### config.mk
export PLATFORM = sky130hd
export DESIGN_NAME = rbx_exec
export DESIGN_NICKNAME = d
export VERILOG_FILES = /design/src/common/rbx_pkg.sv /design/src/rtl/rbx_exec.sv
export VERILOG_INCLUDE_DIRS = /design/src /design/src/common
export SDC_FILE = /design/constraint.sdc
export NUM_CORES = 1
export LEC_CHECK = 0
export ABC_AREA = 1
export BUFFER_PORTS_ARGS = -buffer_cell sky130_fd_sc_hd__buf_2
export CORE_MARGIN = 2
export CORE_UTILIZATION = 40
export CTS_BUF_LIST = sky130_fd_sc_hd__clkbuf_16
export DETAILED_ROUTE_END_ITERATION = 10
export SLEW_MARGIN = 5
export SYNTH_ARGS = -nofsm -noshare
export SYNTH_HDL_FRONTEND = slang
export SYNTH_SLANG_ARGS = --single-unit
### constraint.sdc
create_clock -name sys_clk_in -period 9.9 [get_ports sys_clk_in]
set_clock_uncertainty 0.15 [all_clocks]
set_input_delay 1.485 -clock sys_clk_in [delete_from_list [all_inputs] [get_ports sys_clk_in]]
set_output_delay 1.485 -clock sys_clk_in [all_outputs]
set_load 0.01 [all_outputs]
### src/common/rbx_defines.svh
// Constants for the return and bit-set execution block
`ifndef RBX_DEFINES_SVH
`define RBX_DEFINES_SVH

`define RBX_INSTR_W 10
`define RBX_PC_W 14
`define RBX_SP_W 3
`define RBX_STK_DEPTH 8
`define RBX_MP_W 10
`define RBX_NIB_W 4

`define RBX_OP_RET_SUB 10'h044
`define RBX_OP_RET_SKIP 10'h045
`define RBX_OP_RET_INT 10'h046
`define RBX_OP_CARRY_SET 10'h007
`define RBX_OP_BIT_SET 10'h05C
`define RBX_OP_BIT_MASK 10'h3FC

`define RBX_PC_RST 14'h0000
`define RBX_SP_RST 3'h7
`define RBX_INT_VEC 14'h0008

`define RBX_ADDR_W 12
`define RBX_REG_CTRL 12'h000
`define RBX_REG_STAT 12'h004
`define RBX_REG_CTX 12'h008
`define RBX_REG_PC 12'h00C
`define RBX_CTRL_EN_BIT 0
`define RBX_CTRL_RST 32'h0000_0001

`endif

### src/common/rbx_pkg.sv
// Types for the return and bit-set execution block
package rbx_pkg;
  typedef enum logic [1:0] {
    RBX_IDLE = 2'b01,
    RBX_RET2 = 2'b10
  } rbx_state_t;
endpackage

### src/rtl/rbx_exec.sv
// Return, interrupt-return, bit-set and carry-set execution unit
`include "rbx_defines.svh"
`timescale 1ns/1ps
`default_nettype none

// Contract
// - Subroutine return 044: PC from stack at SP, then SP minus one.
// - Interrupt return 046: PC from stack, SP minus one, resume.
// - Interrupt return restores the pointer saved at entry.
// - Interrupt return restores carry, pending skip and no-op mode.
// - Interrupt return restores the load chaining status.
// - Interrupt return restores accumulator and second register.
// - Return-and-skip 045: return, then always skip next word.
// - Bit set 05C+j sets bit j, 0 to 3, of word at pointer.
module rbx_exec (
  input wire logic sys_clk_in,
  input wire logic sys_rst_in,
  input wire logic [`RBX_INSTR_W-1:0] instr_in,
  input wire logic instr_valid_in,
  input wire logic int_entry_in,
  input wire logic call_in,
  input wire logic [`RBX_PC_W-1:0] call_tgt_in,
  input wire logic upd_in,
  input wire logic [`RBX_NIB_W-1:0] upd_a_in,
  input wire logic [`RBX_NIB_W-1:0] upd_b_in,
  input wire logic [`RBX_MP_W-1:0] upd_mp_in,
  input wire logic upd_carry_in,
  input wire logic upd_nop_in,
  input wire logic upd_chain_in,
  input wire logic psel,
  input wire logic penable,
  input wire logic pwrite,
  input wire logic [`RBX_ADDR_W-1:0] paddr,
  input wire logic [31:0] pwdata,
  output logic [31:0] prdata,
  output logic pready,
  output logic pslverr,
  output logic busy_out,
  output logic [`RBX_PC_W-1:0] pc_out,
  output logic [`RBX_SP_W-1:0] sp_out,
  output logic carry_flag_out,
  output logic skip_out,
  output logic nop_mode_out,
  output logic chain_out,
  output logic [`RBX_NIB_W-1:0] acc_out,
  output logic [`RBX_NIB_W-1:0] regb_out,
  output logic [`RBX_MP_W-1:0] memory_pointer_out,
  output logic mem_set_out,
  output logic [`RBX_MP_W-1:0] mem_addr_out,
  output logic [1:0] mem_bit_out
);

  function automatic logic op_is(input logic [`RBX_INSTR_W-1:0] op,
                                 input logic [`RBX_INSTR_W-1:0] code,
                                 input logic [`RBX_INSTR_W-1:0] mask);
    op_is = (op & mask) == code;
  endfunction

  localparam logic [`RBX_INSTR_W-1:0] FULL = 10'h3FF;
  localparam int SP_W = `RBX_SP_W;

  rbx_pkg::rbx_state_t state_r;
  rbx_pkg::rbx_state_t state_nxt;
  logic [`RBX_PC_W-1:0] pc_r;
  logic [`RBX_PC_W-1:0] pc_nxt;
  logic [`RBX_SP_W-1:0] sp_r;
  logic [`RBX_SP_W-1:0] sp_nxt;
  logic [`RBX_PC_W-1:0] return_stack_r [`RBX_STK_DEPTH];
  logic carry_r;
  logic carry_nxt;
  logic skip_r;
  logic skip_nxt;
  logic nop_r;
  logic nop_nxt;
  logic chain_r;
  logic chain_nxt;
  logic [`RBX_NIB_W-1:0] a_r;
  logic [`RBX_NIB_W-1:0] a_nxt;
  logic [`RBX_NIB_W-1:0] b_r;
  logic [`RBX_NIB_W-1:0] b_nxt;
  logic [`RBX_MP_W-1:0] mp_r;
  logic [`RBX_MP_W-1:0] mp_nxt;
  logic sv_carry_r;
  logic sv_skip_r;
  logic sv_nop_r;
  logic sv_chain_r;
  logic [`RBX_NIB_W-1:0] sv_a_r;
  logic [`RBX_NIB_W-1:0] sv_b_r;
  logic [`RBX_MP_W-1:0] sv_mp_r;
  logic busy_r;
  logic mem_set_r;
  logic [`RBX_MP_W-1:0] mem_addr_r;
  logic [1:0] mem_bit_r;
  logic [31:0] ctrl_r;
  logic [31:0] prdata_r;
  logic pready_r;
  logic pslverr_r;

  // Sequencing qualifiers
  wire idle = (state_r == rbx_pkg::RBX_IDLE);
  wire en = ctrl_r[`RBX_CTRL_EN_BIT];
  wire ent = int_entry_in & idle;
  wire cal = call_in & idle & ~int_entry_in;
  wire acc = instr_valid_in & idle & en & ~int_entry_in & ~call_in;
  // A pending skip swallows the next accepted word whatever it is
  wire skp = acc & skip_r;
  wire exe = acc & ~skip_r;
  wire is_ret_sub = op_is(instr_in, `RBX_OP_RET_SUB, FULL);
  wire is_ret_skip = op_is(instr_in, `RBX_OP_RET_SKIP, FULL);
  wire is_ret_int = op_is(instr_in, `RBX_OP_RET_INT, FULL);
  wire is_carry_set = op_is(instr_in, `RBX_OP_CARRY_SET, FULL);
  wire is_bit_set = op_is(instr_in, `RBX_OP_BIT_SET, `RBX_OP_BIT_MASK);
  wire do_ret_sub = exe & is_ret_sub;
  wire do_ret_skip = exe & is_ret_skip;
  wire do_ret_int = exe & is_ret_int;
  wire do_bit_set = exe & is_bit_set;
  wire do_carry_set = exe & is_carry_set;
  wire pop = do_ret_sub | do_ret_skip | do_ret_int;
  wire push = ent | cal;
  wire [`RBX_SP_W-1:0] sp_inc = sp_r + 3'h1;
  wire [`RBX_SP_W-1:0] sp_dec = sp_r - 3'h1;
  wire [`RBX_PC_W-1:0] top = return_stack_r[sp_r];

  assign pc_nxt = ent ? `RBX_INT_VEC :
                  cal ? call_tgt_in :
                  pop ? top :
                  acc ? pc_r + 14'h0001 : pc_r;
  assign sp_nxt = push ? sp_inc : pop ? sp_dec : sp_r;
  // Subroutine returns hold the sequencer one more cycle
  assign state_nxt = (do_ret_sub | do_ret_skip) ?
                     rbx_pkg::RBX_RET2 : rbx_pkg::RBX_IDLE;
  assign carry_nxt = do_ret_int ? sv_carry_r :
                     do_carry_set ? 1'b1 :
                     upd_in ? upd_carry_in : carry_r;
  // Set wins over the clear that a swallowed word causes
  assign skip_nxt = do_ret_int ? sv_skip_r :
                    do_ret_skip ? 1'b1 :
                    skp ? 1'b0 : skip_r;
  assign nop_nxt = do_ret_int ? sv_nop_r :
                   upd_in ? upd_nop_in : nop_r;
  assign chain_nxt = do_ret_int ? sv_chain_r :
                     upd_in ? upd_chain_in : chain_r;
  // Restore beats a same-cycle update from the rest of the core
  assign a_nxt = do_ret_int ? sv_a_r : upd_in ? upd_a_in : a_r;
  assign b_nxt = do_ret_int ? sv_b_r : upd_in ? upd_b_in : b_r;
  assign mp_nxt = do_ret_int ? sv_mp_r :
                  upd_in ? upd_mp_in : mp_r;

  always_ff @(posedge sys_clk_in or posedge sys_rst_in) begin
    if (sys_rst_in) begin
      state_r <= rbx_pkg::RBX_IDLE;
      pc_r <= `RBX_PC_RST;
      sp_r <= `RBX_SP_RST;
      busy_r <= 1'b0;
    end else begin
      state_r <= state_nxt;
      pc_r <= pc_nxt;
      sp_r <= sp_nxt;
      busy_r <= (state_nxt == rbx_pkg::RBX_RET2);
    end
  end

  always_ff @(posedge sys_clk_in or posedge sys_rst_in) begin
    if (sys_rst_in) begin
      carry_r <= 1'b0;
      skip_r <= 1'b0;
      nop_r <= 1'b0;
      chain_r <= 1'b0;
      a_r <= 4'h0;
      b_r <= 4'h0;
      mp_r <= 10'h000;
    end else begin
      carry_r <= carry_nxt;
      skip_r <= skip_nxt;
      nop_r <= nop_nxt;
      chain_r <= chain_nxt;
      a_r <= a_nxt;
      b_r <= b_nxt;
      mp_r <= mp_nxt;
    end
  end

  // Single save set: a nested entry overwrites the outer context
  always_ff @(posedge sys_clk_in or posedge sys_rst_in) begin
    if (sys_rst_in) begin
      sv_carry_r <= 1'b0;
      sv_skip_r <= 1'b0;
      sv_nop_r <= 1'b0;
      sv_chain_r <= 1'b0;
      sv_a_r <= 4'h0;
      sv_b_r <= 4'h0;
      sv_mp_r <= 10'h000;
    end else if (ent) begin
      sv_carry_r <= carry_r;
      sv_skip_r <= skip_r;
      sv_nop_r <= nop_r;
      sv_chain_r <= chain_r;
      sv_a_r <= a_r;
      sv_b_r <= b_r;
      sv_mp_r <= mp_r;
    end
  end

  genvar gi;
  generate
    for (gi = 0; gi < `RBX_STK_DEPTH; gi++) begin : g_stk
      always_ff @(posedge sys_clk_in or posedge sys_rst_in) begin
        if (sys_rst_in) begin
          return_stack_r[gi] <= `RBX_PC_RST;
        end else if (push && sp_inc == SP_W'(gi)) begin
          return_stack_r[gi] <= pc_r;
        end
      end
    end
  endgenerate

  // Memory bit-set request, one pulse per executed word
  always_ff @(posedge sys_clk_in or posedge sys_rst_in) begin
    if (sys_rst_in) begin
      mem_set_r <= 1'b0;
      mem_addr_r <= 10'h000;
      mem_bit_r <= 2'h0;
    end else begin
      mem_set_r <= do_bit_set;
      if (do_bit_set) begin
        mem_addr_r <= mp_r;
        mem_bit_r <= instr_in[1:0];
      end
    end
  end

  // APB slave, one wait-free access phase per transfer
  wire setup = psel & ~penable;
  wire wr_go = psel & penable & pready_r & pwrite;
  wire hit_ctrl = (paddr == `RBX_REG_CTRL);
  wire hit_stat = (paddr == `RBX_REG_STAT);
  wire hit_ctx = (paddr == `RBX_REG_CTX);
  wire hit_pc = (paddr == `RBX_REG_PC);
  wire mapped = hit_ctrl | hit_stat | hit_ctx | hit_pc;
  wire [31:0] stat_w = {8'h00, busy_r, nop_r, skip_r, carry_r, 1'b0,
                        sp_r, 2'h0, pc_r};
  wire [31:0] ctx_w = {13'h0000, chain_r, b_r, a_r, mp_r};
  wire [31:0] rd_mux = hit_ctrl ? ctrl_r :
                       hit_stat ? stat_w :
                       hit_ctx ? ctx_w :
                       hit_pc ? {18'h00000, pc_r} : 32'h0000_0000;

  always_ff @(posedge sys_clk_in or posedge sys_rst_in) begin
    if (sys_rst_in) begin
      pready_r <= 1'b0;
      pslverr_r <= 1'b0;
      prdata_r <= 32'h0000_0000;
      ctrl_r <= `RBX_CTRL_RST;
    end else begin
      pready_r <= setup;
      pslverr_r <= setup & ~mapped;
      prdata_r <= (setup & ~pwrite) ? rd_mux : 32'h0000_0000;
      if (wr_go && hit_ctrl) begin
        ctrl_r <= {31'h0000_0000, pwdata[`RBX_CTRL_EN_BIT]};
      end
    end
  end

  assign prdata = prdata_r;
  assign pready = pready_r;
  assign pslverr = pslverr_r;
  assign busy_out = busy_r;
  assign pc_out = pc_r;
  assign sp_out = sp_r;
  assign carry_flag_out = carry_r;
  assign skip_out = skip_r;
  assign nop_mode_out = nop_r;
  assign chain_out = chain_r;
  assign acc_out = a_r;
  assign regb_out = b_r;
  assign memory_pointer_out = mp_r;
  assign mem_set_out = mem_set_r;
  assign mem_addr_out = mem_addr_r;
  assign mem_bit_out = mem_bit_r;
endmodule

`default_nettype wire

==> results of run 1 <==
-- critical path: cells and delay by family (launching register included) --
family	cells	cell delay, ps
buffers and inverters	2	850
flip-flops	1	530
-- power by group through the flow --
stage,logic [mW],registers [mW],clock network [mW]
after floorplan,0.663,1.17,0
after global placement,0.879,1.20,0
after detailed placement,0.886,1.21,0
after CTS,0.890,1.19,0.861
after global routing,1.01,1.22,0.899
final,0.885,1.19,0.842
-- cell type report --
| type | count | area share [%] |
|---|---|---|
| inverters | 96 | 3.10 |
| clock buffers | 25 | 5.27 |
| repair buffers | 151 | 6.52 |
| diodes | 1 | 0.0211 |
| flip-flops and latches | 214 | 45.2 |
| multi-input cells | 882 | 35.4 |
| clock inverters | 21 | 1.00 |
| well taps | 330 | 3.48 |
-- state kept, by name, summed over array words and instances (netlist names), 2 cells and up --
name and flops:
memory_pointer_out 10, acc_out 4, pc_out 14, sp_out 3
sv_a_r 4, sv_mp_r 10, regb_out 4, mem_bit_out 2
prdata 23, return_stack_r 112, mem_addr_out 10, sv_b_r 4
-- through the flow --
stage	hold WS (ps)	setup WS, ps
detailed placement	314	6090
finish	325	6330
global placement	311	6150
global route	345	6270
floorplan	298	2420
CTS	330	6330
-- per-layer routing --
metal	up-vias	routed length (um)
met3	41	2050
met5	-	13
met4	2	520
met2	246	13400
li1	4294	-
met1	4116	12900
-- worst max-delay path by stage --
stage / endpoint / depth (start not counted) / startpoint
2_1_floorplan: acc_out[0] / 1 / sys_rst_in
3_3_place_gp: acc_out[3] / 9 / int_entry_in
3_5_place_dp: pc_out[6] / 8 / int_entry_in
4_1_cts: sp_out[0] / 2 / sp_out[0]
5_1_grt: sp_out[0] / 2 / sp_out[0]
6_report: sp_out[0] / 2 / sp_out[0]
-- kinds of logic (layout without fill, tap and decap cells) --
group,Yosys count,count (layout)
AOI/OAI and AO/OA,222,222
xor gates and xnor gates,10,10
adders and majority gates,7,7
buffers and inverters,171,293
DFF,214,214
other,1,10
and+or+nand+nor,634,634
-- cell usage in the layout (no fill, tap or decap), types with 2 or more instances in the layout --
master,instances
nand2_1,425
dfrtp_1,209
o21ai_0,166
buf_2,144
nand3_1,110
inv_1,99
nor2_1,48
o211ai_1,28
clkbuf_16,25
nand4_1,20
a21oi_1,16
clkinv_1,11
conb_1,9
xor2_1,8
nor3_1,7
ha_1,7
buf_4,7
nand3_2,6
nand2_2,6
o21bai_1,6
dfstp_2,5
nor2_4,4
o221ai_2,4
nor2_2,2
inv_2,2
or2_2,2
inv_8,2
==> summary.md, run 1 <==
| Metric | Value |
|---|---|
| Outcome | `completed` |
| VDD IR max | `0.120 mV` |
| Hold Crit Class | `reg2reg` |
| Synth async-reset ratio | `100%` |
| Flip-flop and latch area | `5360 um2` |
| First DRT Iteration DRCs | `656` |
| Multi-input gate area | `4200 um2` |
| Crit path max fanout | `62` |
| R2R depth | `5` |
| Overflow after GRT | `0` |
| Crit path cell chain | `buf_4 > buf_2` |
| M2 GR Usage | `35.3%` |
| Worst Setup Path Type | `reg2out` |
| GRT busiest layer | `met2` |
| Fmax | `280 MHz` |
| Initial Util | `40.9%` |
| DP HPWL | `18,500 um` |
| CTS root buffer | `clkbuf_16` |
| Yosys reg bits | `214` |
| CTS sink count | `214` |
| Largest family of logic cells by synthesized area | `simple AND/OR/NAND/NOR gates` |
| Comb pwr share | `30.3%` |
| Max stage delay cell, worst path | `buf_4` |
| Setup TNS | `0 ps` |
| GRT met3 Usage | `4.87%` |
| Startpoint type of the worst setup path | `flip-flop` |
| Layout net count | `1,475` |
| Setup violators final | `0` |
| Hold depth | `2` |
| Clock buffer depth | `3` |
| Wire per inst | `16.8 um` |
| GRT Overall Usage | `21.6%` |
| Gpl congestion | `0.836` |
| Core ar. | `25,300 um2` |
| Synth area leader | `dfrtp_1` |
| Vias per inst | `5.06` |
| Final period util | `36.0%` |
| Relative slew slack | `32.2%` |
| Multiplexer area fraction after synthesis | `0%` |
| Met1 Use GR | `29.5%` |
| Post-route insts no fill | `1,720` |
| Required time of the critical path | `8270 ps` |
| Fin crit period | `3570 ps` |
| Kind of end point of the critical path | `output port` |
| CTS tree | `done` |
| Post-Synth Adder-Cell Area | `0.848%` |
| Synth top area share | `50.7%` |
| Global-route wire length before repair | `46,300 um` |
| Area Growth Syn to Fin | `14.9%` |
| Synth Area in XOR/XNOR | `1.03%` |
| Main synth FF type | `dfrtp_1` |
| Inst Count DP | `1,673` |
| Number of global-route vias before repair | `8,439` |
| Finished Cell Area | `11,900 um2` |
| Final wirelength | `28,900 um` |
| Flop2flop setup slack | `7000 ps` |
| Antenna violations before repair | `3` |
| # resized after CTS | `0` |
| Reg2Reg Launch Point | `sp_out[0]` |
| Fin. max-slew vios | `0` |
| I/O Buffers | `144` |
| RSZ-0062 raised after global routing | `false` |
| RR Endpoint | `return_stack_r[103]` |
| # IOs | `185` |
| Die Width | `165 um` |
| Synth unique cells | `37` |
| Reg power frac | `40.9%` |
| Syn Std Cell Area | `10,300 um2` |
| Most common library cells after synthesis | `425 x nand2_1, 209 x dfrtp_1, 166 x o21ai_0` |
| Max-Cap Viols | `0` |
| Post-Place Cell Area | `11,100 um2` |
| DR pass1 iterations | `5` |
| Total power | `2.92 mW` |
| Via count | `8,699` |
| Die height | `165 um` |
| H-tree levels | `1` |
| Arr. time, crit path | `1930 ps` |
| # fillers | `2,574` |
| Min-delay src | `ctrl_r[0]` |
| YS warnings | `0` |
| Seq/Total Area, Yosys | `51.9%` |
| Postcts setup bufs | `0` |
| Largest net degree at the start of global routing | `141` |
| Worst skew pair latency | `520 ps` |
| Post-CTS Hold Fix Bufs | `0` |
| Synth top area cells | `dfrtp_1 51%, nand2_1 15%, o21ai_0 8.0%` |
| Sw frac | `37.6%` |
| Worst-Margin Slew | `1020 ps` |
| Static leakage | `5.93 nW` |
| Number of placement rows | `58` |
| DRC viols | `0` |
| CTS Buf Count | `25` |
| Area fraction in compound gates after synthesis | `12.0%` |
| P per Cell Area | `246 nW/um2` |
| Clock group share of total power | `28.8%` |
| Final ANT Viol Nets | `0` |
| Synth Area in Simple Gates | `26.4%` |
| Final cell utilization of the core | `47.0%` |
| Layout cell share with drive strength beyond 1 | `15.7%` |
| Clock-pin slew on the worst setup and hold paths | `60 ps` |
| Hold Crit Endpoint | `ctrl_r[0]` |
| Psw | `1.10 mW` |
| Die area | `27,100 um2` |
| Top-count cell post-synth | `nand2_1` |
| CP peak stage delay | `590 ps` |
| Final hold violation count | `0` |
| Number of flops mapped to enable cells by yosys | `0` |
| Synthesized area per cell | `8.20 um2` |
| Internal Power | `1.82 mW` |
| Mapped Cells | `1,259` |
(Power assumes the default switching activity.)
==> inputs of run 2 (changes only) <==
Clock period 9.9 ns to 3.4 ns, I/O delays scaled along.
==> run 2 against run 1 <==
Compared with the run above:
- sequential cell count unchanged
- the flow now finishes with violations (negative hold slack)
- sequential power grew to 2.9 times the previous value
- power grew to 2.9 times the previous value
- worst hold slack got worse by 350 ps
- first-iteration DRC count shrank 5.8%
- via count increased by 0.43%
- clock-buffer cell count unchanged
- cell count rose by 0.12%
- sequential share of layout area decreased by 0.23 points
==> summary.md, run 2 (synthesis gave the netlist of run 1 again) <==
| Metric | Value |
|---|---|
| Arr. time, crit path | `2020 ps` |
| Postcts setup bufs | `0` |
| H-tree levels | `1` |
| Final wirelength | `28,900 um` |
| Die height | `165 um` |
| Core ar. | `25,300 um2` |
| Layout net count | `1,482` |
| RSZ-0062 raised after global routing | `false` |
| VDD IR max | `0.387 mV` |
| Number of placement rows | `58` |
| Startpoint type of the worst setup path | `flip-flop` |
| Area Growth Syn to Fin | `15.5%` |
| Violated checks | `negative hold slack` |
| Number of global-route vias before repair | `8,794` |
| Die area | `27,100 um2` |
| Clock buffer depth | `3` |
| CTS tree | `done` |
| Global-route wire length before repair | `47,500 um` |
| DRC viols | `0` |
| Hold Slack | `-22.3 ps` |
| Post-route insts no fill | `1,722` |
| Final period util | `78.9%` |
| Initial Util | `40.9%` |
| R2R depth | `9` |
| Fmax | `373 MHz` |
| Hold Crit Class | `in2async` |
| Largest net degree at the start of global routing | `101` |
| Final ANT Viol Nets | `0` |
| Fin crit period | `2680 ps` |
| Setup violators final | `0` |
| I/O Buffers | `144` |
| CTS root buffer | `clkbuf_16` |
| P per Cell Area | `710 nW/um2` |
| Crit path cell chain | `buf_4 > buf_2` |
| Required time of the critical path | `2740 ps` |
| CP peak stage delay | `680 ps` |
| Overflow after GRT | `0` |
| Worst-Margin Slew | `891 ps` |
| Crit path max fanout | `53` |
| Fin. max-slew vios | `0` |
| Gpl congestion | `0.803` |
| Commonest non-fill, non-tap cell in the layout | `nand2_1` |
| Antenna violations before repair | `4` |
| DR pass1 iterations | `6` |
| Layout cell share with drive strength beyond 1 | `16.2%` |
| # fillers | `2,562` |
| Max FFs per register | `112` |
| Reg2Reg Launch Point | `ctrl_r[0]` |
| Flop2flop setup slack | `1010 ps` |
| Wire per inst | `16.8 um` |
| Post-CTS Hold Fix Bufs | `0` |
| Relative slew slack | `40.2%` |
| Final cell utilization of the core | `47.2%` |
| Outcome | `finished, violations left` |
| CP startpoint | `sp_out[0]` |
| CTS sink count | `214` |
| # resized after CTS | `0` |
| Via count | `8,736` |
| Clock-pin slew on the worst setup and hold paths | `60 ps` |
| Worst Setup Path Type | `reg2out` |
| Inst Count DP | `1,681` |
| Max stage delay cell, worst path | `dfstp_2` |
| # IOs | `185` |
| CTS Buf Count | `24` |
| Most frequent cells in the layout | `425 x nand2_1, 209 x dfrtp_1, 166 x o21ai_0` |
| Worst skew pair latency | `510 ps` |
| Setup TNS | `0 ps` |
| Setup crit end | `sp_out[0]` |
| Die Width | `165 um` |
| DP HPWL | `19,200 um` |
| GRT Overall Usage | `22.2%` |
| First DRT Iteration DRCs | `618` |
| Static leakage | `5.95 nW` |
| RR Endpoint | `acc_out[3]` |
| Kind of end point of the critical path | `output port` |
| Vias per inst | `5.07` |
| Final hold violation count | `14` |
| Largest Register | `return_stack_r` |
| Max-Cap Viols | `0` |
==> run 2: where the power goes <==
group / leakage (nW) / internal, mW / switching (mW) / total, mW
Combinational: 2.77 / 0.816 / 1.78 / 2.59
Clock: 0.378 / 1.39 / 1.03 / 2.42
Sequential: 2.81 / 3.10 / 0.356 / 3.46
Total: 5.95 / 5.31 / 3.16 / 8.47
==> run 2: how the worst min path moves through the flow <==
stage / cells after the start / to / from
global placement: 2 / return_stack_r[28] / return_stack_r[28]
detailed placement: 2 / mem_bit_out[1] / mem_bit_out[1]
CTS: 3 / pready / sys_rst_in
finish: 3 / pready / sys_rst_in
global route: 3 / prdata[15] / sys_rst_in
floorplan: 2 / return_stack_r[0] / return_stack_r[0]
==> run 2: critical path: cells and delay by family (launching register included) <==
kind                   cells  cell delay, ps
buffers and inverters      2             820
flip-flops                 1             680
==> run 2: layout make-up <==
class | count | area (um2) | share of cell area (%)
Sequential cell | 214 | 5360 | 45.0
Clock buffer | 25 | 626 | 5.25
Tap cell | 330 | 413 | 3.46
Inverter | 96 | 364 | 3.05
Antenna cell | 1 | 2.50 | 0.0210
Timing Repair Buffer | 159 | 871 | 7.30
Clock inverter | 15 | 86.3 | 0.724
Multi-Input combinational cell | 882 | 4200 | 35.2
==> run 2: stage by stage <==
| stage | instance area, um2 | hold WS (ps) | total power [mW] | setup WS, ps |
|---|---|---|---|---|
| after floorplan | 10400 | 298 | 5.34 | -40.1 |
| final | 11900 | -22.3 | 8.47 | 716 |
| after detailed placement | 11200 | 316 | 6.10 | 842 |
| after CTS | 11900 | 1.28 | 8.53 | 707 |
| after global placement | 11200 | 310 | 6.06 | 875 |
| after global routing | 11900 | 22.9 | 9.07 | 633 |
==> run 2: per-layer routing <==
layer | share of wire (%) | global-route usage [%] | vias up
met3 | 6.5 | 4.57 | 41
li1 | - | - | 4304
met2 | 47 | 37.1 | 248
met4 | 1.8 | 5.61 | 2
met1 | 44 | 29.5 | 4141
met5 | 0.042 | 0 | -
==> inputs of run 3 (changes only) <==
Clock period 3.4 ns to 2.5 ns, I/O delays scaled along.
==> run 3 against run 2 <==
Compared with the run above:
- power grew 39%
- highest routed layer is now met4
- the run now ends clean
- wire length increased by 0.26%
- cell count is 2.8% higher
- critical endpoint is now sp_out[1]
- clock-buffer cell count unchanged
- sequential cell count did not move
- via count is 1.5% higher
- largest power group unchanged
- final area is 4.0% higher
- non-clock buffer count grew 45
- sequential power rose by 35%
- die area stayed put
- setup slack got worse by 520 ps
- worst hold slack improved by 35 ps
==> summary.md, run 3 (synthesis gave the netlist of run 1 again) <==
| Metric | Value |
|---|---|
| Overflow after GRT | `0` |
| Core ar. | `25,300 um2` |
| DP HPWL | `19,400 um` |
| Gpl congestion | `0.850` |
| Wire per inst | `16.4 um` |
| H-tree levels | `1` |
| Worst Setup Path Type | `reg2out` |
| Global-route wire length before repair | `47,400 um` |
| CTS Buf Count | `24` |
| Layout net count | `1,527` |
| Crit path cell chain | `buf_4 > buf_2` |
| Largest net degree at the start of global routing | `60` |
| CTS tree | `done` |
| Post-Place Cell Area | `11,400 um2` |
| Top Family by Delay on Critical Path | `flip-flops` |
| Kind of end point of the critical path | `output port` |
| WP buf/inv | `2` |
| Die area | `27,100 um2` |
| Static leakage | `6.18 nW` |
| Most frequent cells in the layout | `425 x nand2_1, 209 x dfrtp_1, 166 x o21ai_0` |
| Fin. max-slew vios | `0` |
| # fillers | `2,510` |
| Outcome | `completed` |
| Number of placement rows | `58` |
| Clock buffer depth | `3` |
| Max-Cap Viols | `0` |
| Vias per inst | `5.01` |
| Commonest non-fill, non-tap cell in the layout | `nand2_1` |
| Final ANT Viol Nets | `0` |
| Final wirelength | `29,000 um` |
| RSZ-0062 raised after global routing | `false` |
| DRC viols | `0` |
| ANT cells | `0` |
| DR pass1 iterations | `7` |
| Via count | `8,867` |
| Final period util | `92.2%` |
| CP peak stage delay | `660 ps` |
| # IOs | `185` |
| Largest Register | `return_stack_r` |
| Initial Util | `40.9%` |
| Max stage delay cell, worst path | `dfstp_2` |
| Number of global-route vias before repair | `8,859` |
| Crit path max fanout | `25` |
| Area Growth Syn to Fin | `20.1%` |
| Final cell utilization of the core | `49.1%` |
| Worst-Margin Slew | `682 ps` |
| Postcts setup bufs | `0` |
| # resized after CTS | `0` |
| Antenna violations before repair | `2` |
| Fmax | `434 MHz` |
| VDD IR max | `0.709 mV` |
| I/O Buffers | `144` |
| Clock-pin slew on the worst setup and hold paths | `60 ps` |
| Hold Crit Class | `in2reg` |
| Arr. time, crit path | `1780 ps` |
| Final hold violation count | `0` |
| Setup violators final | `0` |
| Worst skew pair latency | `520 ps` |
| First DRT Iteration DRCs | `495` |
| Setup TNS | `0 ps` |
| CTS root buffer | `clkbuf_16` |
| Relative slew slack | `54.5%` |
| Fin crit period | `2300 ps` |
| Max FFs per register | `112` |
| Finished Cell Area | `12,400 um2` |
| Die Width | `165 um` |
| Required time of the critical path | `1980 ps` |
| Die height | `165 um` |
| Startpoint type of the worst setup path | `flip-flop` |
| Layout cell share with drive strength beyond 1 | `17.6%` |
| GRT Overall Usage | `22.0%` |
| P per Cell Area | `950 nW/um2` |
| CTS sink count | `214` |
-- run 3: changes by cell type in the layout (fill, tap and decap cells not counted), sizes merged --
cell,delta
buf,+21
bufinv,+1
clkinv,+4
clkinvlp,+1
diode,-1
dlygate4sd3,+24
inv,-2
-- run 3: repair_timing --
action | in CTS | in global routing
hold buffers | 24 | 0
endpoints found under the setup margin | 0 | 0
hold endpoints to repair | 37 | 0
-- run 3: routing by layer --
layer,GRT usage [%],wire (um)
met5,0,0
met4,5.85,639
met3,4.50,1680
met2,37.4,13900
met1,28.9,12700
-- run 3: worst min-delay path: stages --
cell and delay, ps:
buf_2 80, nand3_1 70, o211ai_1 100
-- run 3: report_power, final --
group | leakage [nW] | switching [mW] | total (mW) | internal, mW
Combinational | 2.98 | 2.46 | 3.67 | 1.21
Clock | 0.397 | 1.42 | 3.43 | 2.01
Sequential | 2.81 | 0.456 | 4.68 | 4.22
-- run 3: through the flow --
stage | worst slack [ps] | std cells | total power [mW] | hold slack [ps]
3_3_place_gp | 285 | 1702 | 8.31 | 311
4_1_cts | 169 | 1770 | 11.9 | 1.23
6_report | 196 | 1770 | 11.8 | 12.5
3_5_place_dp | 236 | 1702 | 8.37 | 315
2_1_floorplan | -805 | 1267 | 7.26 | 298
5_1_grt | 22.1 | 1770 | 12.6 | 15.2
-- run 3: final timing paths --
check                                         from  cells past startpoint  slack [ps]            endpoint
max in group asynchronous               sys_rst_in                      4        1170          state_r[0]
worst min register to register  return_stack_r[36]                      2         330  return_stack_r[36]
min in group asynchronous               sys_rst_in                      3         330         regb_out[3]
worst min-delay path                   upd_b_in[1]                      3          10         regb_out[1]
worst max-delay path                     sp_out[1]                      2         200           sp_out[1]
worst max register to register           sp_out[1]                      4         240  return_stack_r[53]
-- run 3: final cells by class --
cell class / instances / area, um2 / area share, %
Tap cell: 330 / 413 / 3.33
Multi-Input combinational cell: 882 / 4200 / 33.9
Clock buffer: 25 / 626 / 5.05
Timing Repair Buffer: 204 / 1290 / 10.4
Inverter: 96 / 364 / 2.94
Sequential cell: 214 / 5360 / 43.2
Clock inverter: 19 / 140 / 1.13
